### src/ssao_pkg.sv
// Constants for the serial successive-approximation converter control block.
// Assumes a single 100 MHz system clock; all link pins arrive unsynchronised.
package ssao_pkg;

  // ---------------------------------------------------------------
  // Widths and FIFO depth
  // ---------------------------------------------------------------
  localparam int unsigned RES_W   = 10;
  localparam int unsigned CYC_W   = 4;
  localparam int unsigned DIV_W   = 12;
  localparam int unsigned FIFO_D  = 32;

  // ---------------------------------------------------------------
  // Timing
  // ---------------------------------------------------------------
  localparam int unsigned SYS_CLK_HZ   = 100_000_000;
  localparam int unsigned INT_CLK_HZ   = 400_000;   // Internal bit clock rate
  localparam int unsigned EXT_MAX_HZ   = 450_000;   // Fastest legal external clock
  localparam logic [DIV_W-1:0] INT_HALF_CYC =
    DIV_W'(SYS_CLK_HZ / (2 * INT_CLK_HZ));
  // Least legal external period, rounded up to whole system cycles
  localparam logic [DIV_W-1:0] EXT_MIN_CYC =
    DIV_W'((SYS_CLK_HZ + EXT_MAX_HZ - 1) / EXT_MAX_HZ);

  // ---------------------------------------------------------------
  // Sequence lengths and reset values
  // ---------------------------------------------------------------
  localparam logic [CYC_W-1:0] FULL_CYCLES = 4'hb;  // 10 bits plus a lead cycle
  localparam logic [2:0] STOP_FULL = 3'h0;
  localparam logic [2:0] STOP_2    = 3'h1;
  localparam logic [2:0] STOP_4    = 3'h2;
  localparam logic [2:0] STOP_6    = 3'h3;
  localparam logic [2:0] STOP_8    = 3'h4;
  localparam logic [RES_W-1:0] SAR_RST   = 10'h000;
  localparam logic [RES_W-1:0] TRIAL_MSB = 10'h200;

  typedef enum logic [1:0] {SSAO_IDLE, SSAO_RUN, SSAO_DONE} ssao_state_t;

endpackage : ssao_pkg

### src/ssao_top.sv
// Converter control: bit clock generation, successive approximation sequencing,
// serial shift-out and a result FIFO toward the host logic.
// Assumes comparator, pins and external clock are asynchronous to clk.
`timescale 1ns/10ps

// ---------------------------------------------------------------
// Result FIFO
// ---------------------------------------------------------------
module ssao_fifo #(
  parameter int unsigned WIDTH = 10,
  parameter int unsigned DEPTH = 32
) (
  input  wire logic             clk,
  input  wire logic             rst,
  input  wire logic             in_valid,
  output logic                  in_ready,
  input  wire logic [WIDTH-1:0] in_data,
  output logic                  out_valid,
  input  wire logic             out_ready,
  output logic      [WIDTH-1:0] out_data
);
  localparam int unsigned AW = $clog2(DEPTH);

  logic [WIDTH-1:0] mem_ff [DEPTH];
  logic [AW-1:0]    wr_ptr_ff;
  logic [AW-1:0]    rd_ptr_ff;
  logic [AW:0]      count_ff;
  logic             push;
  logic             pop;

  // Handshakes are combinational from the fill level
  assign in_ready  = (count_ff != (AW+1)'(DEPTH));
  assign out_valid = (count_ff != '0);
  assign push      = in_valid && in_ready;
  assign pop       = out_valid && out_ready;
  assign out_data  = mem_ff[rd_ptr_ff];

  // Storage is written only on a push
  always_ff @(posedge clk)
  begin
    if (push)
      mem_ff[wr_ptr_ff] <= in_data;
  end

  // Pointers and fill level
  always_ff @(posedge clk or posedge rst)
  begin
    if (rst)
    begin
      wr_ptr_ff <= '0;
      rd_ptr_ff <= '0;
      count_ff  <= '0;
    end
    else
    begin
      if (push)
        wr_ptr_ff <= (wr_ptr_ff == AW'(DEPTH-1)) ? '0 : wr_ptr_ff + 1'b1;
      if (pop)
        rd_ptr_ff <= (rd_ptr_ff == AW'(DEPTH-1)) ? '0 : rd_ptr_ff + 1'b1;
      if (push && !pop)
        count_ff <= count_ff + 1'b1;
      else if (pop && !push)
        count_ff <= count_ff - 1'b1;
    end
  end
endmodule : ssao_fifo

// ---------------------------------------------------------------
// Converter control top
// ---------------------------------------------------------------
module ssao_top (
  input  wire logic                      clk,
  input  wire logic                      rst,
  input  wire logic                      convert_request,
  input  wire logic                      clock_hold_input,
  input  wire logic                      ext_clock_in,
  input  wire logic                      use_ext_clock,
  input  wire logic [2:0]                early_stop_input,
  input  wire logic                      comparator_in,
  output logic                           bit_clock_out,
  output logic                           data_out,
  output logic                           busy,
  output logic [ssao_pkg::RES_W-1:0]     dac_code,
  output logic                           ext_rate_error,
  output logic                           result_valid,
  input  wire logic                      result_ready,
  output logic [ssao_pkg::RES_W-1:0]     result_data
);

  // ---------------------------------------------------------------
  // Input synchronisers
  // ---------------------------------------------------------------
  logic [1:0] convert_request_sync_ff;
  logic [1:0] hold_sync_ff;
  logic [2:0] xcl_sync_ff;    // Third stage only feeds edge detection
  logic [1:0] sel_sync_ff;
  logic [1:0] cmp_sync_ff;
  logic [2:0] stop_s1_ff;
  logic [2:0] stop_s2_ff;
  logic       convert_request_prev_ff;

  // Two flops before any logic looks at a pin
  always_ff @(posedge clk or posedge rst)
  begin
    if (rst)
    begin
      convert_request_sync_ff <= 2'h0;
      hold_sync_ff <= 2'h0;
      xcl_sync_ff  <= 3'h0;
      sel_sync_ff  <= 2'h0;
      cmp_sync_ff  <= 2'h0;
      stop_s1_ff   <= 3'h0;
      stop_s2_ff   <= 3'h0;
      convert_request_prev_ff <= 1'b0;
    end
    else
    begin
      convert_request_sync_ff <= {convert_request_sync_ff[0], convert_request};
      hold_sync_ff <= {hold_sync_ff[0], clock_hold_input};
      xcl_sync_ff  <= {xcl_sync_ff[1:0], ext_clock_in};
      sel_sync_ff  <= {sel_sync_ff[0], use_ext_clock};
      cmp_sync_ff  <= {cmp_sync_ff[0], comparator_in};
      stop_s1_ff   <= early_stop_input;
      stop_s2_ff   <= stop_s1_ff;
      convert_request_prev_ff <= convert_request_sync_ff[1];
    end
  end

  logic convert_request_rise;
  logic hold;
  logic xcl_rise;
  logic xcl_fall;
  assign convert_request_rise = convert_request_sync_ff[1] && !convert_request_prev_ff;
  assign hold      = hold_sync_ff[1];
  assign xcl_rise  = xcl_sync_ff[1] && !xcl_sync_ff[2];
  assign xcl_fall  = !xcl_sync_ff[1] && xcl_sync_ff[2];

  // ---------------------------------------------------------------
  // Bit clock sources
  // ---------------------------------------------------------------
  logic [ssao_pkg::DIV_W-1:0] div_ff;
  logic                       int_phase_ff;
  logic                       int_tick;
  logic                       rise_evt;
  logic                       fall_evt;

  assign int_tick = (div_ff == ssao_pkg::INT_HALF_CYC - 1'b1);

  // Free-running internal divider; phase high = first half of a cycle
  always_ff @(posedge clk or posedge rst)
  begin
    if (rst)
    begin
      div_ff       <= '0;
      int_phase_ff <= 1'b0;
    end
    else if (int_tick)
    begin
      div_ff       <= '0;
      int_phase_ff <= !int_phase_ff;
    end
    else
      div_ff <= div_ff + 1'b1;
  end

  // Clock select; hold masks both edges so the sequence freezes
  assign rise_evt = !hold && (sel_sync_ff[1] ? xcl_rise
                                             : int_tick && !int_phase_ff);
  assign fall_evt = !hold && (sel_sync_ff[1] ? xcl_fall
                                             : int_tick && int_phase_ff);

  // ---------------------------------------------------------------
  // External clock rate check
  // ---------------------------------------------------------------
  logic [ssao_pkg::DIV_W-1:0] xper_ff;

  // Period between external rises, saturating; flag a too-fast clock
  always_ff @(posedge clk or posedge rst)
  begin
    if (rst)
    begin
      xper_ff        <= '0;
      ext_rate_error <= 1'b0;
    end
    else if (xcl_rise)
    begin
      xper_ff        <= '0;
      ext_rate_error <= sel_sync_ff[1] && (xper_ff < ssao_pkg::EXT_MIN_CYC);
    end
    else if (xper_ff != '1)
      xper_ff <= xper_ff + 1'b1;
  end

  // ---------------------------------------------------------------
  // Conversion sequence
  // ---------------------------------------------------------------
  function automatic logic [ssao_pkg::CYC_W-1:0] cycles_for(input logic [2:0] sel);
    case (sel)
      ssao_pkg::STOP_2: cycles_for = 4'h3;
      ssao_pkg::STOP_4: cycles_for = 4'h5;
      ssao_pkg::STOP_6: cycles_for = 4'h7;
      ssao_pkg::STOP_8: cycles_for = 4'h9;
      default:          cycles_for = ssao_pkg::FULL_CYCLES;
    endcase
  endfunction : cycles_for

  ssao_pkg::ssao_state_t      state_ff;
  logic [ssao_pkg::CYC_W-1:0] cyc_ff;       // Index of the current bit cycle
  logic [ssao_pkg::CYC_W-1:0] ncyc_ff;      // Cycles in this conversion
  logic                       started_ff;   // First rise of the frame seen
  logic                       pend_ff;      // Request caught during last cycle
  logic [ssao_pkg::RES_W-1:0] trial_ff;
  logic                       fifo_ready;
  logic                       start;
  logic                       last_cyc;

  assign last_cyc = (cyc_ff == ncyc_ff - 1'b1);
  // Back-pressure: no new conversion while the FIFO has no room
  assign start = (state_ff == ssao_pkg::SSAO_IDLE) && fifo_ready &&
                 (convert_request_rise || pend_ff);

  // Sequence state and cycle count
  always_ff @(posedge clk or posedge rst)
  begin
    if (rst)
    begin
      state_ff   <= ssao_pkg::SSAO_IDLE;
      cyc_ff     <= '0;
      ncyc_ff    <= ssao_pkg::FULL_CYCLES;
      started_ff <= 1'b0;
    end
    else
    begin
      case (state_ff)
        ssao_pkg::SSAO_IDLE:
        begin
          if (start)
          begin
            state_ff   <= ssao_pkg::SSAO_RUN;
            cyc_ff     <= '0;
            started_ff <= 1'b0;
            ncyc_ff    <= cycles_for(stop_s2_ff);
          end
        end
        ssao_pkg::SSAO_RUN:
        begin
          if (rise_evt && started_ff)
            cyc_ff <= cyc_ff + 1'b1;
          if (rise_evt)
            started_ff <= 1'b1;
          if (fall_evt && started_ff && last_cyc)
            state_ff <= ssao_pkg::SSAO_DONE;
        end
        ssao_pkg::SSAO_DONE:
          state_ff <= ssao_pkg::SSAO_IDLE;
        default:
          state_ff <= ssao_pkg::SSAO_IDLE;
      endcase
    end
  end

  // A request while busy is low in the last cycle is kept, not lost
  always_ff @(posedge clk or posedge rst)
  begin
    if (rst)
      pend_ff <= 1'b0;
    else if (start)
      pend_ff <= 1'b0;
    else if (convert_request_rise && !busy)
      pend_ff <= 1'b1;
  end

  // Busy: up at start, down at the rise opening the last cycle
  always_ff @(posedge clk or posedge rst)
  begin
    if (rst)
      busy <= 1'b0;
    else if (start)
      busy <= 1'b1;
    else if (state_ff == ssao_pkg::SSAO_RUN && rise_evt && started_ff &&
             (cyc_ff + 1'b1 == ncyc_ff - 1'b1))
      busy <= 1'b0;
    else if (state_ff == ssao_pkg::SSAO_RUN && rise_evt && !started_ff &&
             ncyc_ff == 4'h1)
      busy <= 1'b0;
  end

  // Bit clock output follows the selected clock only inside a frame
  always_ff @(posedge clk or posedge rst)
  begin
    if (rst)
      bit_clock_out <= 1'b0;
    else if (state_ff == ssao_pkg::SSAO_RUN && rise_evt)
      bit_clock_out <= 1'b1;
    else if (fall_evt || state_ff != ssao_pkg::SSAO_RUN)
      bit_clock_out <= 1'b0;
  end

  // ---------------------------------------------------------------
  // Successive approximation and serial data
  // ---------------------------------------------------------------
  logic [ssao_pkg::RES_W-1:0] sar_ff;
  logic                       decide;
  logic                       bit_val;

  // Each rise after the lead cycle settles one bit, MSB first
  assign decide  = state_ff == ssao_pkg::SSAO_RUN && rise_evt && started_ff;
  // Comparator high means input at or above trial; bipolar offset keeps
  // the code in offset binary without any conversion here
  assign bit_val = cmp_sync_ff[1];

  // Trial word drives the internal DAC
  always_ff @(posedge clk or posedge rst)
  begin
    if (rst)
    begin
      sar_ff   <= ssao_pkg::SAR_RST;
      trial_ff <= ssao_pkg::TRIAL_MSB;
    end
    else if (start)
    begin
      sar_ff   <= ssao_pkg::SAR_RST;
      trial_ff <= ssao_pkg::TRIAL_MSB;
    end
    else if (decide)
    begin
      if (bit_val)
        sar_ff <= sar_ff | trial_ff;
      trial_ff <= trial_ff >> 1;
    end
  end

  assign dac_code = sar_ff | trial_ff;

  // Data pin changes only on a bit clock rise, steady through its fall;
  // the lead cycle keeps the previous bit so the pin never moves off a rise
  always_ff @(posedge clk or posedge rst)
  begin
    if (rst)
      data_out <= 1'b0;
    else if (decide)
      data_out <= bit_val;
  end

  // ---------------------------------------------------------------
  // Result buffering
  // ---------------------------------------------------------------
  logic push;
  assign push = (state_ff == ssao_pkg::SSAO_DONE);

  // Truncated results stay left aligned, lower bits zero
  ssao_fifo #(
    .WIDTH (ssao_pkg::RES_W),
    .DEPTH (ssao_pkg::FIFO_D)
  ) u_fifo (
    .clk       (clk),
    .rst       (rst),
    .in_valid  (push),
    .in_ready  (fifo_ready),
    .in_data   (sar_ff),
    .out_valid (result_valid),
    .out_ready (result_ready),
    .out_data  (result_data)
  );

endmodule : ssao_top

### config.mk
export PLATFORM = sky130hd
export DESIGN_NAME = ssao_top
export DESIGN_NICKNAME = d
export VERILOG_FILES = /design/src/ssao_pkg.sv /design/src/ssao_top.sv
export SDC_FILE = /design/constraint.sdc
export NUM_CORES = 1
export LEC_CHECK = 0
export BUFFER_PORTS_ARGS = -buffer_cell sky130_fd_sc_hd__buf_2
export CAP_MARGIN = 20
export CORE_AREA = 2 2 252 130
export DETAILED_ROUTE_END_ITERATION = 16
export DIE_AREA = 0 0 254 132
export GPL_ROUTABILITY_DRIVEN = 0
export GPL_TIMING_DRIVEN = 0
export PLACE_DENSITY = 0.69
export SLEW_MARGIN = 10
export SYNTH_ARGS = -nofsm -noshare
export SYNTH_HDL_FRONTEND = slang
export SYNTH_SLANG_ARGS = --single-unit
### constraint.sdc
create_clock -name clk -period 4.3 [get_ports clk]
set_clock_uncertainty 0.15 [all_clocks]
set_input_delay 0.215 -clock clk [delete_from_list [all_inputs] [get_ports clk]]
set_output_delay 0.215 -clock clk [all_outputs]
set_load 0.005 [all_outputs]
## Word-level counts from Yosys, hierarchy flattened

Memory sizes are Yosys's and may differ from the RTL's.
Index checks and enable logic that the tools add are counted.

- Output and inout bits: 25
- Bits of input ports: 11
- Memories: 1
- RAM bits: 320
- Bits in registers: 95
- Logic and storage cells: 137

Memories:

| memory | words | bits a word | rd ports | clocked after Yosys merged registers in | wr ports | line | RTL |
|---|---|---|---|---|---|---|---|
| u_fifo.mem_ff | 32 | 10 | 1 | 0 | 1 | ssao_top.sv:24 | `logic [WIDTH-1:0] mem_ff [DEPTH];` |

- Reductions and logical operators: 49
- Equality and inequality tests: 19
- Add/subtract/negate cells: 8
- Magnitude comparators: 1
- Bitwise logic cells: 1
- Muxes and demuxes: 33

Operators by type and width:

| operator | number |
|---|---|
| 10-bit two-way mux | 5 |
| 12-bit two-way mux | 3 |
| 12-bit by 1-bit adder with 12-bit output, second input constant | 2 |
| 1-bit logical AND | 23 |
| 4-bit case mux with 4 select lines | 1 |
| 2-bit nonzero test | 7 |
| 1-bit two-way mux | 13 |
| 12-bit by 7-bit equality test with 1-bit output, second input constant | 1 |
| 12-bit by 8-bit < comparator with 1-bit output, second input constant | 1 |
| 6-bit two-way mux | 2 |
| 12-bit inequality test, second input constant | 1 |
| 5-bit by 1-bit adder with 5-bit output, second input constant | 2 |
| 5-bit equality test, second input constant | 2 |
| 5-bit two-way mux | 2 |
| 10-bit bitwise OR | 1 |
| 1-bit logical NOT | 9 |
| 4-bit equality test | 2 |
| 4-bit two-way mux | 2 |
| 2-bit inequality test, second input constant | 4 |
| 4-bit case mux with 2 select lines | 1 |
| 6-bit by 1-bit adder with 6-bit output, second input constant | 1 |
| 3-bit by 2-bit equality test with 1-bit output, second input constant | 2 |
| 6-bit inequality test, second input constant | 1 |
| 2-bit AND reduction | 3 |
| 17 further kinds | 20 |

## Depth between registers and ports, before layout

- Depth after elaboration: 10
- Gate-level depth with buffers: 10
- Depth with buffers taken out: 9

## Hierarchy

A second synthesis with hierarchy kept.

- Cell total of the unflattened synthesis: 993
- Area total of the unflattened synthesis: 16686.0 um^2

Modules (own cells, without submodules):

| module | cells each | times used | seq. area each (um^2) | area an instance (um^2) |
|---|---|---|---|---|
| ssao_fifo | 682 | 1 | 10009.6 | 13385.3 |
| ssao_top | 311 | 1 | 1955.6 | 3300.7 |

## Worst setup path before layout

OpenSTA, ideal clock, no wires.

- Kind: register to register
- Start point: register u_fifo.count_ff[1]
- End point: register u_fifo.count_ff[5]
- Cell stages (with the launch flop): 11
- Slack: 1.046 ns
- Arrival: 2.977 ns
- Path through: dfrtp_1 -> or4_4 -> o211a_1 -> buf_6 -> ha_1 -> inv_1 -> ha_1 -> a211oi_1 -> nor3_1 -> or3b_2 -> xor2_1

- Longest elaborated chain between the ends: 5
- Elaborated cells on any way between the ends: 13
- Those cells by class: add/sub (2); eq/ne (1); mux (2); reduce/logical (8)

Ends and longest elaborated chain:

| element | line | RTL |
|---|---|---|
| start, declared | ssao_top.sv:27 | `logic [AW:0] count_ff;` |
| start signal, assigned | ssao_top.sv:61 | `count_ff <= count_ff + 1'b1;` |
| start signal, assigned | ssao_top.sv:63 | `count_ff <= count_ff - 1'b1;` |
| 6-bit inequality test * | ssao_top.sv:32 | `assign in_ready = (count_ff != (AW+1)'(DEPTH));` |
| 1-bit logical AND * | ssao_top.sv:34 | `assign push = in_valid && in_ready;` |
| named net u_fifo.push | ssao_top.sv:28 | `logic push;` |
| 1-bit logical NOT | ssao_top.sv:62 | `else if (pop && !push)` |
| 1-bit logical AND | ssao_top.sv:62 |  |
| 2-bit nonzero test (no line) | - |  |

The timed path passes the listed nets; every way through them passes the cells marked *. The select of a mux whose other input is x is not followed.
A chain may end at the register's enable or synchronous reset.

## Worst setup path in the final report

- Start point: register u_fifo.rd_ptr_ff[4]
- End point: output result_data[3] (netlist name)

- Longest elaborated chain between the ends: 1

Ends and longest elaborated chain:

| element | line | RTL |
|---|---|---|
| start, declared | ssao_top.sv:26 | `logic [AW-1:0] rd_ptr_ff;` |
| start signal, assigned | ssao_top.sv:59 | `rd_ptr_ff <= (rd_ptr_ff == AW'(DEPTH-1)) ? '0 : rd_ptr_ff + 1'b1;` |
| memory read 32 x 10 bit | - |  |
| end, declared | ssao_top.sv:87 | `output logic [ssao_pkg::RES_W-1:0] result_data` |

No other way between the ends.

==> qor.log <==
[run_status] run status completed
[power_and_ir_drop] share of power burned in combinational logic 23.4%
[critical_path] worst setup slack for register-to-register paths 0.61 ns
[critical_path] data required time at the worst endpoint 3.93 ns
[yosys] Synthesized Nets 1058
[placed_design] post-detailed-placement half-perimeter wirelength 26.1 mm
[timing] Finish-stage setup viols 0
[critical_path] crit-path max cell delay 0.72 ns
[yosys] number of distinct standard cells referenced by the synthesized netlist 69
[detailed_routing] DRT iter0 DRCs 1322
[yosys] sequential share of the synthesized area 70.6%
[detailed_routing] DRT antenna net count 0
[critical_path] Critical-path top delay cell sky130_fd_sc_hd__o21ai_0
[critical_path] cell type group with the largest total delay on the critical path buffers and inverters
[clock_network] clock tree from TritonCTS done
[critical_path] most frequent cell on the critical path sky130_fd_sc_hd__buf_2
[power_and_ir_drop] internal power contribution 7180 µW
[detailed_routing] overall routed net length 39.0 mm
[global_routing] pin count of the biggest net entering global routing 66
[critical_path] crit path kind reg -> out
[timing] Hold Fails Final Rpt 0
[die] overall die height 132 µm
[critical_path] maximum net fanout on the critical path 10
[yosys] share of synthesized registers carrying an async set or reset 22.7%
[placed_design] number of buffer cells added on primary ports 35
[timing] setup repair after global routing missed its margin false
[timing] count of final max-slew check failures 0
[yosys] flop and latch count out of synthesis 414
[critical_path] capture instance of the worst register-to-register path u_fifo.count_ff[5]
[die] Chip Width 254 µm
[detailed_routing] via count normalized by instance count 6.16
[detailed_routing] per-cell routed wire length 24.6 µm
[layout] signed area change from the synthesized netlist to the final layout 12.8%
[layout] final instance area 19100 µm²
[timing] worst slew slack as a fraction of its limit 25.6%
[timing] actual transition at the worst max-transition pin 1.12 ns
[yosys] per-instance average area after synthesis 16.5 µm²
[power_and_ir_drop] total net switching power 3140 µW
[global_routing] vias in the first global route 9302
[timing] crit path time final 3.77 ns
[detailed_routing] total number of vias 9758
[detailed_routing] iteration count of the initial detailed-routing pass 5
[clock_network] H-tree depth 2
[timing] period utilization 87.7%
[power_and_ir_drop] pwr/cell area 540 nW/µm²
[placed_design] placed standard-cell area 17800 µm²
[power_and_ir_drop] Reg power frac 45.7%
[die] core box area 31200 µm²
[layout] final core utilization 61.3%
[layout] non-filler instance count after layout 1585
[critical_path] Critical Path End Type primary output
[yosys] post-synthesis instance area 17000 µm²
[die] top-level port count 36
[clock_network] # clock sinks 414
[clock_network] Clock Path Buffers 3
[timing] Hold WS 0.0878 ns
[critical_path] cell-by-cell listing of the critical path buf_2, buf_1, mux4_2, o21ai_0, nand4_1, buf_2
[clock_network] register clock-pin slew on the reported worst setup and hold paths 0.07 ns
[yosys] EDFF count, synth 320
[critical_path] start of the worst register-to-register path u_fifo.count_ff[1]
[critical_path] Buffers & Inverters on Critical Path 3
[job] number of max-capacitance violations reported 0
[layout] net count of the finished layout 1153
[clock_network] number of instances resized during post-cts repair 0
[yosys] number of warning messages in the yosys log 0
[global_routing] number of antenna violations at the first check in global routing 0
[global_routing] total grt overflow 0
[yosys] prevailing post-synth register cell sky130_fd_sc_hd__edfxtp_1
[power_and_ir_drop] clock network fraction of design power 30.9%
[critical_path] Worst Setup Start Kind flop
[global_routing] Overall Global Routing Usage 23.8%
[die] site row count 46
[placed_design] count of placed standard cells including taps 1502
[clock_network] Inserted Clock Buffers 37
[critical_path] R2R depth 9
[yosys] Synth Instances 1030
[die] Initial Utilization 54.3%
[power_and_ir_drop] cell leakage power 0.00684 µW
[layout] share of cells above drive strength 1 17.7%
[critical_path] CP Data Arrival Time 3.40 ns
[clock_network] clock latency of the later-clocked register in the worst-skew pair 0.55 ns
[global_routing] global-route wire length before repair 58.9 mm
[power_and_ir_drop] worst vdd ir 0.000343 V
[clock_network] Root Driver sky130_fd_sc_hd__clkbuf_16
[power_and_ir_drop] net switching fraction of the power 30.4%
[timing] Peak Freq 265 MHz
[timing] aggregate negative setup slack 0 ns
[detailed_routing] Residual DRC 0
[worst_hold_path] class of the worst hold path in -> async
[die] Total Die Area 33500 µm²
layout by cell type, fill, tap and decap left out, types with 35 or more instances in the layout:
master	synthesis	layout
sky130_fd_sc_hd__edfxtp_1	320	320
sky130_fd_sc_hd__dfrtp_1	91	90
sky130_fd_sc_hd__mux2i_1	69	69
sky130_fd_sc_hd__nor2_1	56	56
sky130_fd_sc_hd__mux4_2	50	50
sky130_fd_sc_hd__buf_2	13	48
sky130_fd_sc_hd__a22oi_1	40	40
sky130_fd_sc_hd__clkbuf_16	0	39
sky130_fd_sc_hd__o21ai_0	37	37
sky130_fd_sc_hd__clkbuf_1	18	35
repair_timing:
| action | in CTS | in global routing |
|---|---|---|
| hold buffers | 10 | 0 |
| endpoints found under the hold margin | 104 | 0 |
| buffers inserted | 0 | 0 |
layout make-up:
cell class | instances | area, µm²
antenna | 1 | 2.50
buffer | 51 | 283
clock buffer | 56 | 1030
clock inverter | 10 | 100
fill | 2325 | 12100
inverter | 31 | 119
multi-input combinational | 534 | 4590
sequential | 414 | 12000
tap | 432 | 541
timing repair buffer | 56 | 495
registers in the layout (all words and copies together), names as in the netlist, 5 cells and up:
| register | flops |
|---|---|
| trial_ff | 10 |
| u_fifo.mem_ff | 320 |
| xper_ff | 12 |
| sar_ff | 10 |
| u_fifo.count_ff | 6 |
| u_fifo.rd_ptr_ff | 5 |
| div_ff | 12 |
| u_fifo.wr_ptr_ff | 5 |
power groups by stage:
| stage | sequential [µW] | combinational (µW) | clock (µW) |
|---|---|---|---|
| final | 4710 | 2420 | 3190 |
| after global routing | 4730 | 2580 | 3390 |
| after CTS | 4710 | 2390 | 3230 |
| after detailed placement | 4790 | 2370 | 0 |
| after global placement | 4780 | 2320 | 0 |
| after floorplan | 4710 | 1620 | 0 |
through the flow:
step	worst slack [ns]	total power [µW]
after CTS	0.600	10300
after detailed placement	0.670	7150
after global placement	0.333	7100
after floorplan	1.05	6330
after global routing	0.383	10700
final	0.530	10300
cells in the mapped netlist, types with 11 or more instances:
library cell,count,share of area (%)
sky130_fd_sc_hd__mux2i_1,69,4.1
sky130_fd_sc_hd__ha_1,16,1.2
sky130_fd_sc_hd__edfxtp_1,320,57
sky130_fd_sc_hd__nand2_1,27,0.60
sky130_fd_sc_hd__nand4_1,19,0.70
sky130_fd_sc_hd__a22oi_1,40,1.8
sky130_fd_sc_hd__nor2b_1,11,0.41
sky130_fd_sc_hd__clkbuf_1,18,0.40
sky130_fd_sc_hd__mux4_2,50,6.6
sky130_fd_sc_hd__inv_1,31,0.69
sky130_fd_sc_hd__xor2_1,17,0.88
sky130_fd_sc_hd__buf_2,13,0.38
sky130_fd_sc_hd__a21oi_1,19,0.56
sky130_fd_sc_hd__nand3_1,22,0.65
sky130_fd_sc_hd__nor2_1,56,1.2
sky130_fd_sc_hd__dfrtp_1,91,13
sky130_fd_sc_hd__o21ai_0,37,1.1
logic make-up (layout without fill, tap and decap cells):
group / after synthesis / in the layout / synth area share [%]
other cells: 0 / 1 / 0
buf+inv: 82 / 204 / 2.35
xor+xnor: 24 / 24 / 1.24
flops: 414 / 414 / 70.6
compound gates: 163 / 163 / 6.84
simple gates: 205 / 205 / 6.52
mux: 125 / 125 / 11.2
fa+ha+maj: 17 / 17 / 1.30
worst max-delay path by stage:
stage / from / to / slack (ns) / depth (start not counted)
global route: u_fifo.count_ff[1] / u_fifo.count_ff[5] / 0.38 / 9
floorplan: u_fifo.count_ff[1] / u_fifo.count_ff[5] / 1.05 / 10
detailed placement: u_fifo.count_ff[1] / u_fifo.count_ff[5] / 0.67 / 9
global placement: rst / sar_ff[1] / 0.33 / 2
CTS: u_fifo.count_ff[1] / u_fifo.count_ff[5] / 0.60 / 9
finish: u_fifo.rd_ptr_ff[4] / result_data[3] / 0.53 / 6
routing by layer:
metal | vias to the layer above | share of wire [%] | GRT usage [%]
li1 | 4253 | - | -
met1 | 4987 | 50 | 41.1
met2 | 465 | 39 | 29.7
met3 | 53 | 10 | 6.00
met4 | 0 | 1.5 | 4.77
met5 | - | 0 | 0
worst reg2reg max path: cells and delay by family, from the launching register on:
family	cells	cell delay (ns)
simple gates	3	1.17
fa+ha+maj	2	0.70
buf+inv	1	0.17
flops	1	0.43
xor+xnor	1	0.15
compound gates	2	0.81
No activity file was read; power rests on OpenSTA's default activity.
